### src/rtl/arb_pkg.sv
// Constants shared by the converter register bank and its overrange monitor.
package arb_pkg;

   // ------------------------------------------------------------------
   // Widths and register addresses
   // ------------------------------------------------------------------
   localparam int unsigned DATA_W = 16;
   localparam int unsigned ADDR_W = 16;

   localparam logic [ADDR_W-1:0] ADDR_CONTROL   = 16'h0001;
   localparam logic [ADDR_W-1:0] ADDR_GAIN      = 16'h0004;
   localparam logic [ADDR_W-1:0] ADDR_THRESHOLD = 16'h0005;

   // ------------------------------------------------------------------
   // Reset values and the unity gain code
   // ------------------------------------------------------------------
   localparam logic [DATA_W-1:0] CONTROL_RST   = 16'h0000;
   localparam logic [DATA_W-1:0] GAIN_RST      = 16'hA000;
   localparam logic [DATA_W-1:0] THRESHOLD_RST = 16'hCCCC;
   localparam logic [DATA_W-1:0] GAIN_UNITY    = 16'h8000;

   // ------------------------------------------------------------------
   // Control register bit positions
   // ------------------------------------------------------------------
   localparam int unsigned CTL_OVERRANGE_READ_SELECT_BIT    = 14;
   localparam int unsigned CTL_RD_GAIN_BIT   = 13;
   localparam int unsigned CTL_RD_STAT_BIT   = 11;
   localparam int unsigned CTL_SYNC_BIT      = 9;
   localparam int unsigned CTL_BYPASS_BIT    = 7;
   localparam int unsigned CTL_POWER_DOWN_REQUEST_BIT  = 3;
   localparam int unsigned CTL_LOW_POWER_BIT = 2;
   localparam int unsigned CTL_REF_OFF_BIT   = 1;
   localparam int unsigned CTL_AMPLIFIER_DISABLE_BIT   = 0;

   // Bits that store a value; all others are always held at zero.
   localparam logic [DATA_W-1:0] CTL_WRITABLE_MASK = 16'h6A8F;

   // ------------------------------------------------------------------
   // Status register bit positions and fixed pattern
   // ------------------------------------------------------------------
   localparam int unsigned STS_IDENT_BIT   = 15;
   localparam int unsigned STS_VALID_BIT   = 10;
   localparam int unsigned STS_LOWPWR_BIT  = 9;
   localparam int unsigned STS_OVR_BIT     = 8;
   localparam int unsigned STS_REF_OFF_BIT = 4;
   localparam int unsigned STS_AMPLIFIER_DISABLE_BIT = 3;
   localparam int unsigned STS_ZERO_BIT    = 2;
   localparam int unsigned STS_DEC_BIT     = 0;

   // Constant ones at bits 14, 11 and 6.
   localparam logic [DATA_W-1:0] STS_FIXED_ONES = 16'h4840;

   // ------------------------------------------------------------------
   // Overrange run length at the modulator rate
   // ------------------------------------------------------------------
   localparam int unsigned OVR_RUN_LIMIT = 4;
   localparam int unsigned OVR_RUN_W     = 3;

endpackage : arb_pkg

### src/rtl/arb_register_bank.sv
// Converter register bank: control, status, gain and overrange registers.
`timescale 1ns/1ps

module arb_register_bank #(
   parameter int unsigned DATA_W     = arb_pkg::DATA_W,
   parameter int unsigned ADDR_W     = arb_pkg::ADDR_W,
   // Identity value is arbitrary.
   parameter logic        IDENT_FLAG = 1'b0
)(
   input  wire logic              ref_clk,
   input  wire logic              srst,
   // Deframed host write.
   input  wire logic              wr_valid,
   input  wire logic [ADDR_W-1:0] wr_addr,
   input  wire logic [DATA_W-1:0] wr_data,
   // Start of each output frame and the conversion word for it.
   input  wire logic              output_frame_marker,
   input  wire logic [DATA_W-1:0] conv_data,
   // Device state feeding the status register.
   input  wire logic              filter_settled,
   input  wire logic              low_power_mode,
   input  wire logic              decimate_by_128,
   // Overrange sources.
   input  wire logic [DATA_W-1:0] stage1_data,
   input  wire logic              stage1_valid,
   input  wire logic              mod_full_scale,
   input  wire logic              mod_valid,
   // Word loaded for the serial data out line.
   output logic [DATA_W-1:0]      frame_word,
   output logic                   frame_is_register,
   // Controls to the analog and filter sections.
   output logic                   filter_align_trigger,
   output logic                   power_down_request,
   output logic                   low_power_setting,
   output logic                   reference_bypass,
   output logic                   reference_buffer_disable,
   output logic                   amplifier_disable,
   output logic [DATA_W-1:0]      digital_gain,
   output logic [DATA_W-1:0]      overrange_threshold,
   output logic                   overrange_flag
);

   // ------------------------------------------------------------------
   // Elaboration checks
   // ------------------------------------------------------------------
   if (DATA_W != 16)
   begin : g_bad_data
      $error("arb_register_bank: DATA_W must be 16");
   end
   if (ADDR_W < 3)
   begin : g_bad_addr
      $error("arb_register_bank: ADDR_W must be at least 3");
   end

   // ------------------------------------------------------------------
   // Declarations
   // ------------------------------------------------------------------
   logic [DATA_W-1:0] device_control_reg;
   logic [DATA_W-1:0] device_control_next;
   logic [DATA_W-1:0] device_status;
   logic [DATA_W-1:0] frame_word_next;
   logic              frame_is_register_next;
   logic              wr_control;
   logic              wr_gain;
   logic              wr_threshold;
   logic              ovr_detect;

   function automatic logic addr_hit(input logic [ADDR_W-1:0] a,
                                     input logic [ADDR_W-1:0] target);
      addr_hit = (a == target);
   endfunction : addr_hit

   // ------------------------------------------------------------------
   // Write decode
   // ------------------------------------------------------------------
   always_comb
   begin
      wr_control   = 1'b0;
      wr_gain      = 1'b0;
      wr_threshold = 1'b0;
      if (!wr_valid)
         wr_control = 1'b0;
      else if (addr_hit(wr_addr, ADDR_W'(arb_pkg::ADDR_CONTROL)))
         wr_control = 1'b1;
      else if (addr_hit(wr_addr, ADDR_W'(arb_pkg::ADDR_GAIN)))
         wr_gain = 1'b1;
      else if (addr_hit(wr_addr, ADDR_W'(arb_pkg::ADDR_THRESHOLD)))
         wr_threshold = 1'b1;
   end

   // ------------------------------------------------------------------
   // Control register with self-clearing bits
   // ------------------------------------------------------------------
   // Read selects drop at the frame that consumes them and the sync bit
   // one cycle after it was stored. A write in the same cycle wins.
   always_comb
   begin
      device_control_next = device_control_reg;
      device_control_next[arb_pkg::CTL_SYNC_BIT] = 1'b0;
      if (output_frame_marker)
      begin
         device_control_next[arb_pkg::CTL_OVERRANGE_READ_SELECT_BIT]  = 1'b0;
         device_control_next[arb_pkg::CTL_RD_GAIN_BIT] = 1'b0;
         device_control_next[arb_pkg::CTL_RD_STAT_BIT] = 1'b0;
      end
      if (wr_control)
         device_control_next = wr_data & arb_pkg::CTL_WRITABLE_MASK;
   end

   always_ff @(posedge ref_clk)
   begin
      if (srst)
         device_control_reg <= arb_pkg::CONTROL_RST;
      else
         device_control_reg <= device_control_next;
   end

   // ------------------------------------------------------------------
   // Gain and overrange threshold registers
   // ------------------------------------------------------------------
   // Gain is passed to the filter scaler; 0x8000 there is unity.
   always_ff @(posedge ref_clk)
   begin
      if (srst)
         digital_gain <= arb_pkg::GAIN_RST;
      else if (wr_gain)
         digital_gain <= wr_data;
   end

   always_ff @(posedge ref_clk)
   begin
      if (srst)
         overrange_threshold <= arb_pkg::THRESHOLD_RST;
      else if (wr_threshold)
         overrange_threshold <= wr_data;
   end

   // ------------------------------------------------------------------
   // Control outputs
   // ------------------------------------------------------------------
   // Power-down only gates the analog side; register contents are kept.
   always_ff @(posedge ref_clk)
   begin
      if (srst)
      begin
         power_down_request <= 1'b0;
         low_power_setting  <= 1'b0;
         amplifier_disable  <= 1'b0;
      end
      else
      begin
         power_down_request <=
            device_control_reg[arb_pkg::CTL_POWER_DOWN_REQUEST_BIT];
         low_power_setting <=
            device_control_reg[arb_pkg::CTL_LOW_POWER_BIT];
         amplifier_disable <=
            device_control_reg[arb_pkg::CTL_AMPLIFIER_DISABLE_BIT];
      end
   end

   // ------------------------------------------------------------------
   // Reference buffer controls
   // ------------------------------------------------------------------
   // Bypass is gated here so a stray bypass bit can never short a
   // running buffer; the host need not order the two writes.
   always_ff @(posedge ref_clk)
   begin
      if (srst)
      begin
         reference_bypass         <= 1'b0;
         reference_buffer_disable <= 1'b0;
      end
      else
      begin
         reference_bypass <=
            device_control_reg[arb_pkg::CTL_BYPASS_BIT] &
            device_control_reg[arb_pkg::CTL_REF_OFF_BIT];
         reference_buffer_disable <=
            device_control_reg[arb_pkg::CTL_REF_OFF_BIT];
      end
   end

   // ------------------------------------------------------------------
   // Filter synchronization pulse
   // ------------------------------------------------------------------
   // The stored bit lives one cycle, so each write gives one pulse.
   always_ff @(posedge ref_clk)
   begin
      if (srst)
         filter_align_trigger <= 1'b0;
      else
         filter_align_trigger <=
            device_control_reg[arb_pkg::CTL_SYNC_BIT];
   end

   // ------------------------------------------------------------------
   // Overrange detection
   // ------------------------------------------------------------------
   arb_overrange_monitor #(
      .DATA_W         (DATA_W)
   ) u_overrange (
      .ref_clk        (ref_clk),
      .srst           (srst),
      .threshold      (overrange_threshold),
      .stage1_data    (stage1_data),
      .stage1_valid   (stage1_valid),
      .mod_full_scale (mod_full_scale),
      .mod_valid      (mod_valid),
      .overrange      (ovr_detect)
   );

   always_ff @(posedge ref_clk)
   begin
      if (srst)
         overrange_flag <= 1'b0;
      else
         overrange_flag <= ovr_detect;
   end

   // ------------------------------------------------------------------
   // Status word
   // ------------------------------------------------------------------
   // Status is sampled at the marker edge; a flag that moves later is
   // only seen in the next redirected frame.
   always_comb
   begin
      device_status = arb_pkg::STS_FIXED_ONES;
      device_status[arb_pkg::STS_IDENT_BIT]   = IDENT_FLAG;
      device_status[arb_pkg::STS_VALID_BIT]   = filter_settled;
      device_status[arb_pkg::STS_LOWPWR_BIT]  = low_power_mode;
      device_status[arb_pkg::STS_OVR_BIT]     = overrange_flag;
      device_status[arb_pkg::STS_REF_OFF_BIT] =
         reference_buffer_disable;
      device_status[arb_pkg::STS_AMPLIFIER_DISABLE_BIT] = amplifier_disable;
      device_status[arb_pkg::STS_ZERO_BIT]    = 1'b0;
      device_status[arb_pkg::STS_DEC_BIT]     = decimate_by_128;
   end

   // ------------------------------------------------------------------
   // Output frame source selection
   // ------------------------------------------------------------------
   // Only one select is expected per write; if several are set anyway,
   // the highest bit wins rather than mixing words.
   always_comb
   begin
      frame_word_next        = conv_data;
      frame_is_register_next = 1'b0;
      if (device_control_reg[arb_pkg::CTL_OVERRANGE_READ_SELECT_BIT])
      begin
         frame_word_next        = overrange_threshold;
         frame_is_register_next = 1'b1;
      end
      else if (device_control_reg[arb_pkg::CTL_RD_GAIN_BIT])
      begin
         frame_word_next        = digital_gain;
         frame_is_register_next = 1'b1;
      end
      else if (device_control_reg[arb_pkg::CTL_RD_STAT_BIT])
      begin
         frame_word_next        = device_status;
         frame_is_register_next = 1'b1;
      end
   end

   always_ff @(posedge ref_clk)
   begin
      if (srst)
      begin
         frame_word        <= '0;
         frame_is_register <= 1'b0;
      end
      else if (output_frame_marker)
      begin
         frame_word        <= frame_word_next;
         frame_is_register <= frame_is_register_next;
      end
   end

endmodule : arb_register_bank

### src/rtl/arb_overrange_monitor.sv
// Overrange detector: threshold compare and full-scale run counter.
`timescale 1ns/1ps

module arb_overrange_monitor #(
   parameter int unsigned DATA_W = arb_pkg::DATA_W
)(
   input  wire logic              ref_clk,
   input  wire logic              srst,
   input  wire logic [DATA_W-1:0] threshold,
   input  wire logic [DATA_W-1:0] stage1_data,
   input  wire logic              stage1_valid,
   input  wire logic              mod_full_scale,
   input  wire logic              mod_valid,
   output logic                   overrange
);

   // ------------------------------------------------------------------
   // Elaboration check
   // ------------------------------------------------------------------
   if (DATA_W < 2)
   begin : g_bad_width
      $error("arb_overrange_monitor: DATA_W must be at least 2");
   end

   logic [DATA_W-1:0]           magnitude;
   logic                        above_th_reg;
   logic [arb_pkg::OVR_RUN_W-1:0] run_reg;

   // Stage output is two's complement; the most negative code stays 0x8000, its unsigned magnitude.
   always_comb
   begin
      magnitude = stage1_data[DATA_W-1] ? (~stage1_data + 1'b1)
                                        : stage1_data;
   end

   // ------------------------------------------------------------------
   // Threshold compare on the first decimation stage, before any gain
   // ------------------------------------------------------------------
   always_ff @(posedge ref_clk)
   begin
      if (srst)
         above_th_reg <= 1'b0;
      else if (stage1_valid)
         above_th_reg <= (magnitude > threshold);
   end

   // ------------------------------------------------------------------
   // Consecutive full-scale samples at the modulator rate
   // ------------------------------------------------------------------
   always_ff @(posedge ref_clk)
   begin
      if (srst)
         run_reg <= '0;
      else if (mod_valid)
      begin
         if (!mod_full_scale)
            run_reg <= '0;
         else if (run_reg <= arb_pkg::OVR_RUN_W'(arb_pkg::OVR_RUN_LIMIT))
            run_reg <= run_reg + 1'b1;
      end
   end

   // The run path bypasses the decimator so a hard overload shows at once.
   always_ff @(posedge ref_clk)
   begin
      if (srst)
         overrange <= 1'b0;
      else
         overrange <= above_th_reg |
            (run_reg > arb_pkg::OVR_RUN_W'(arb_pkg::OVR_RUN_LIMIT));
   end

endmodule : arb_overrange_monitor

### config.mk
export PLATFORM = sky130hd
export DESIGN_NAME = arb_register_bank
export DESIGN_NICKNAME = d
export VERILOG_FILES = /design/src/rtl/arb_pkg.sv /design/src/rtl/arb_register_bank.sv /design/src/rtl/arb_overrange_monitor.sv
export SDC_FILE = /design/constraint.sdc
export NUM_CORES = 1
export LEC_CHECK = 0
export ABC_AREA = 1
export BUFFER_PORTS_ARGS = -buffer_cell sky130_fd_sc_hd__buf_2
export CELL_PAD_IN_SITES_DETAIL_PLACEMENT = 1
export CELL_PAD_IN_SITES_GLOBAL_PLACEMENT = 2
export CORE_MARGIN = 2
export CORE_UTILIZATION = 29
export DETAILED_ROUTE_END_ITERATION = 7
export GPL_TIMING_DRIVEN = 1
export PLACE_DENSITY = 0.95
export REMOVE_ABC_BUFFERS = 1
export SLEW_MARGIN = 15
export SYNTH_ARGS = -nofsm -noshare
export SYNTH_HDL_FRONTEND = slang
export SYNTH_HIERARCHICAL = 1
export SYNTH_SLANG_ARGS = --single-unit
export TNS_END_PERCENT = 5
### constraint.sdc
create_clock -name ref_clk -period 4.1 [get_ports ref_clk]
set_input_delay 0.205 -clock ref_clk [delete_from_list [all_inputs] [get_ports ref_clk]]
set_output_delay 0.205 -clock ref_clk [all_outputs]
set_load 0.1 [all_outputs]
==> metrics.txt <==
# TYPE chip_impl_metric gauge
chip_impl_metric{name="die_y",unit="um"} 119
chip_impl_info{name="worst_setup_path_start_kind",value="input pin"} 1
chip_impl_metric{name="synth_cell_types",unit=""} 35
chip_impl_info{name="cp_slowest_cell",value="sky130_fd_sc_hd__ha_1"} 1
chip_impl_info{name="min-delay-path-class",value="input pin to register"} 1
chip_impl_metric{name="cellPowerDensity",unit="nW/um2"} 348
chip_impl_metric{name="worst-endpoint-arrival",unit="ns"} 2.18
chip_impl_metric{name="number_of_enable_flip_flop_cells_after_synthesis",unit=""} 0
chip_impl_metric{name="numClockSinks",unit=""} 70
chip_impl_metric{name="hold_viol",unit=""} 0
chip_impl_metric{name="postCtsSetupRepairBufs",unit=""} 0
chip_impl_info{name="cts_root_buffer",value="sky130_fd_sc_hd__clkbuf_16"} 1
chip_impl_metric{name="maxClockFrequency",unit="MHz"} 503
chip_impl_metric{name="synth_compound_gate_area_share",unit="%"} 13.9
chip_impl_metric{name="syn_inst",unit=""} 539
chip_impl_metric{name="yosys_warnings",unit=""} 6
chip_impl_metric{name="antenna_violating_nets_post_route",unit=""} 0
chip_impl_metric{name="cp_slowest_stage_delay",unit="ns"} 0.26
chip_impl_metric{name="gr-usage-all-layers",unit="%"} 18.6
chip_impl_metric{name="mappedNetlistArea",unit="um2"} 3850
chip_impl_info{name="critical_path.reg2reg.startpoint",value="device_control_reg[14]"} 1
chip_impl_metric{name="reg2reg_slack",unit="ns"} 2.29
chip_impl_metric{name="ctsResizeCount",unit=""} 0
chip_impl_info{name="tritoncts",value="built"} 1
chip_impl_metric{name="cellLeakagePower",unit="nW"} 2.52
chip_impl_info{name="status",value="complete, no violations"} 1
chip_impl_metric{name="ys_ff_latch",unit=""} 70
chip_impl_metric{name="clk_path_buf_depth",unit=""} 2
chip_impl_metric{name="share_clk_of_total_power",unit="%"} 43.2
chip_impl_info{name="layout_common_cells",value="129 x sky130_fd_sc_hd__buf_2, 121 x sky130_fd_sc_hd__nand2_1, 70 x sky130_fd_sc_hd__nor2_1, 70 x sky130_fd_sc_hd__dfxtp_1, 58 x sky130_fd_sc_hd__inv_1"} 1
chip_impl_metric{name="maximum_fanout_encountered_on_the_critical_timing_path",unit=""} 3
chip_impl_metric{name="crit_buf_inv",unit=""} 2
chip_impl_metric{name="part_of_the_total_power_dissipated_in_sequential_elements",unit="%"} 41.5
chip_impl_metric{name="power",unit="mW"} 1.69
chip_impl_metric{name="number_of_nets_in_the_final_layout",unit=""} 748
chip_impl_metric{name="die_area",unit="um2"} 14200
chip_impl_metric{name="synth-async-reset-ratio",unit="%"} 0
chip_impl_metric{name="starting_utilization_of_the_core_area",unit="%"} 29.4
chip_impl_metric{name="fillCellCount",unit=""} 1670
chip_impl_info{name="end_kind",value="register"} 1
chip_impl_metric{name="clk-insertion-delay-late",unit="ns"} 0.33
chip_impl_info{name="final_common_cell",value="sky130_fd_sc_hd__buf_2"} 1
chip_impl_info{name="timing_worst_setup_path_type",value="input pin to register"} 1
chip_impl_info{name="timing.critical_path.to",value="u_overrange/above_th_reg"} 1
chip_impl_metric{name="seq_area",unit="um2"} 1400
chip_impl_metric{name="firstDrtPassIters",unit=""} 4
chip_impl_metric{name="cts-htree-levels",unit=""} 3
chip_impl_metric{name="drive_gt1_share",unit="%"} 26.0
chip_impl_metric{name="antenna_found_initial",unit=""} 0
chip_impl_metric{name="max-slew-margin-rel",unit="%"} 40.6
chip_impl_metric{name="place_congestion",unit=""} 0.802
chip_impl_metric{name="power_switching",unit="mW"} 0.472
chip_impl_metric{name="multi_input_gate_area_in_the_final_layout",unit="um2"} 2070
chip_impl_metric{name="placementRows",unit=""} 42
chip_impl_metric{name="routed_wire_length_per_instance",unit="um"} 15.7
chip_impl_metric{name="globalRoute.totalOverflow",unit=""} 0
chip_impl_metric{name="comb_power_share",unit="%"} 15.3
chip_impl_metric{name="coreArea",unit="um2"} 13100
chip_impl_info{name="timing.critical_path.from",value="stage1_data[0]"} 1
chip_impl_info{name="worst_r2r_endpoint",value="frame_word[7]"} 1
chip_impl_metric{name="finalClockSkew",unit="ns"} 0.00514
chip_impl_metric{name="dr.first_iter.drc_count",unit=""} 139
chip_impl_info{name="crit_top_cell",value="sky130_fd_sc_hd__nand2_1"} 1
chip_impl_metric{name="p_int",unit="mW"} 1.22
chip_impl_metric{name="dp.cells",unit=""} 820
chip_impl_metric{name="floorplan.io_pins",unit=""} 130
chip_impl_info{name="critical_path.cell_chain",value="buf_2 -> inv_1 -> ha_1 -> nand2_1 -> nor2_1 -> nand3_2 -> nor3_2 -> nand3_1 -> nand3b_1 -> nand2_1 -> ha_1 -> nand2_1 -> nor2_1 -> nand2_1 -> nor2_1 -> nor2_1 -> nand2_1 -> a21oi_1"} 1
chip_impl_metric{name="detailed_place_hpwl",unit="um"} 9670
chip_impl_metric{name="netSwitchingFraction",unit="%"} 27.9
chip_impl_metric{name="slew_viol_final",unit=""} 0
chip_impl_metric{name="clkTransAtPathRegs",unit="ns"} 0.06
chip_impl_metric{name="totalWireLength",unit="um"} 13100
chip_impl_metric{name="route.vias.total",unit=""} 4052
chip_impl_info{name="critPathTopFamily",value="simple AND/OR/NAND/NOR gates"} 1
chip_impl_metric{name="detail_route.vias_per_cell",unit=""} 4.86
chip_impl_metric{name="drcViolationCount",unit=""} 0
chip_impl_metric{name="syn_area_per_cell",unit="um2"} 7.14
chip_impl_metric{name="critPathRequiredTime",unit="ns"} 4.29
chip_impl_info{name="grt_setup_unrepaired",value="no"} 1
chip_impl_metric{name="muxShareOfSynthArea",unit="%"} 0
chip_impl_metric{name="grt_pass1_wl",unit="um"} 20800
chip_impl_metric{name="grt_start_max_net_pins",unit=""} 48
chip_impl_metric{name="worst-slew-pin-transition",unit="ns"} 0.890
chip_impl_metric{name="insertedDiodeCount",unit=""} 0
chip_impl_metric{name="synth_simple_gate_area_share",unit="%"} 31.2
chip_impl_metric{name="peakVddDrop",unit="V"} 0.000166
chip_impl_metric{name="final-instance-count-excl-fill",unit=""} 834
chip_impl_metric{name="ctsHoldBuffers",unit=""} 0
chip_impl_info{name="synth_top_family_by_area",value="simple AND/OR/NAND/NOR gates"} 1
chip_impl_metric{name="setup_tns",unit="ns"} 0
chip_impl_metric{name="chipWidth",unit="um"} 119
chip_impl_metric{name="cts_made_buffers",unit=""} 9
chip_impl_metric{name="synth.yosys.seq_area_share",unit="%"} 36.4
chip_impl_metric{name="io_buffers",unit=""} 129
chip_impl_metric{name="final_min_period_over_clock_period",unit="%"} 48.5
chip_impl_metric{name="yosys.area_share.xor_xnor",unit="%"} 2.50
chip_impl_metric{name="period_needed",unit="ns"} 1.99
chip_impl_metric{name="worst-path-stages",unit=""} 18
chip_impl_metric{name="setup_viol",unit=""} 0
chip_impl_metric{name="reg2reg_depth",unit=""} 3
chip_impl_metric{name="area_growth_syn_to_layout",unit="%"} 26.1
chip_impl_info{name="dominantRegCellSynth",value="sky130_fd_sc_hd__dfxtp_1"} 1
chip_impl_metric{name="cap_viol_max_count",unit=""} 0
chip_impl_info{name="reg.largest.list",value="digital_gain (16), frame_word (16), overrange_threshold (16)"} 1
chip_impl_metric{name="synth_adder_area_share",unit="%"} 6.18
chip_impl_metric{name="grt_pass1_vias",unit=""} 4160
chip_impl_metric{name="hold-worst-slack",unit="ns"} 0.112
## power by group through the flow
stage,sequential [mW],clock (mW),combinational (mW)
global placement,0.714,0,0.252
detailed placement,0.715,0,0.260
finish,0.700,0.730,0.259
global route,0.701,0.776,0.283
floorplan,0.796,0,0.0826
CTS,0.700,0.748,0.261
## synthesized netlist by cell type (all sizes together), types with 5 or more instances
library cell  number  area (um2)
nand2            124         473
nor2              79         357
dfxtp             70        1400
inv               64         240
a21oi             41         205
nand3             29         183
nand4             21         131
o21ai             21         105
ha                19         238
buf               16         106
o211ai             9        77.6
clkbuf             8        30.0
xor2               8        70.1
a22oi              7        52.6
a31oi              7        43.8
nor3               5        41.3
## final cells by class
class	instances	area share, %
Inverter	64	4.95
Multi-Input combinational cell	381	42.6
Clock inverter	1	0.103
Tap cell	176	4.54
Sequential cell	70	28.9
Timing Repair Buffer	129	13.3
Clock buffer	13	5.57
## layer usage
metal / vias to the layer above / global-route usage (%) / share of wire, % / wire [um]
met3: 14 / 4.60 / 4.3 / 564
met1: 1954 / 22.1 / 43 / 5690
met5: - / 0 / 0 / 0
met4: 0 / 3.87 / 1.2 / 158
met2: 93 / 33.7 / 51 / 6680
li1: 1991 / - / - / -
## worst min path at each step
| stage | startpoint | to | slack [ns] | cells after the start |
|---|---|---|---|---|
| 4_1_cts | wr_data[5] | digital_gain[5] | 0.11 | 3 |
| 6_report | wr_data[5] | digital_gain[5] | 0.11 | 3 |
| 2_1_floorplan | srst | device_control_reg[11] | 0.27 | 1 |
| 3_5_place_dp | device_control_reg[9] | filter_align_trigger | 0.41 | 2 |
| 5_1_grt | wr_data[5] | digital_gain[5] | 0.13 | 3 |
| 3_3_place_gp | device_control_reg[9] | filter_align_trigger | 0.40 | 2 |
## kinds of logic (layout without fill, tap and decap cells)
family | Yosys count | count (layout)
AOI/OAI and AO/OA | 91 | 91
adders and majority gates | 19 | 19
and+or+nand+nor | 260 | 260
DFF | 70 | 70
xor gates and xnor gates | 11 | 11
buffers and inverters | 88 | 207
## worst register-to-register path, stage by stage (launching register included)
cell                      delay (ns)
sky130_fd_sc_hd__dfxtp_1        0.90
sky130_fd_sc_hd__nor2_1         0.38
sky130_fd_sc_hd__a22oi_1        0.28
sky130_fd_sc_hd__a31oi_1        0.10
## through the flow
step / setup slack (ns) / utilization (%) / instance area [um2]
3_3_place_gp: 1.85 / 35.0 / 4580
5_1_grt: 1.83 / 37.1 / 4850
2_1_floorplan: 2.11 / - / 3710
6_report: 2.11 / 37.1 / 4850
3_5_place_dp: 1.75 / 35.0 / 4580
4_1_cts: 2.11 / 37.1 / 4850
(Power assumes the default switching activity.)
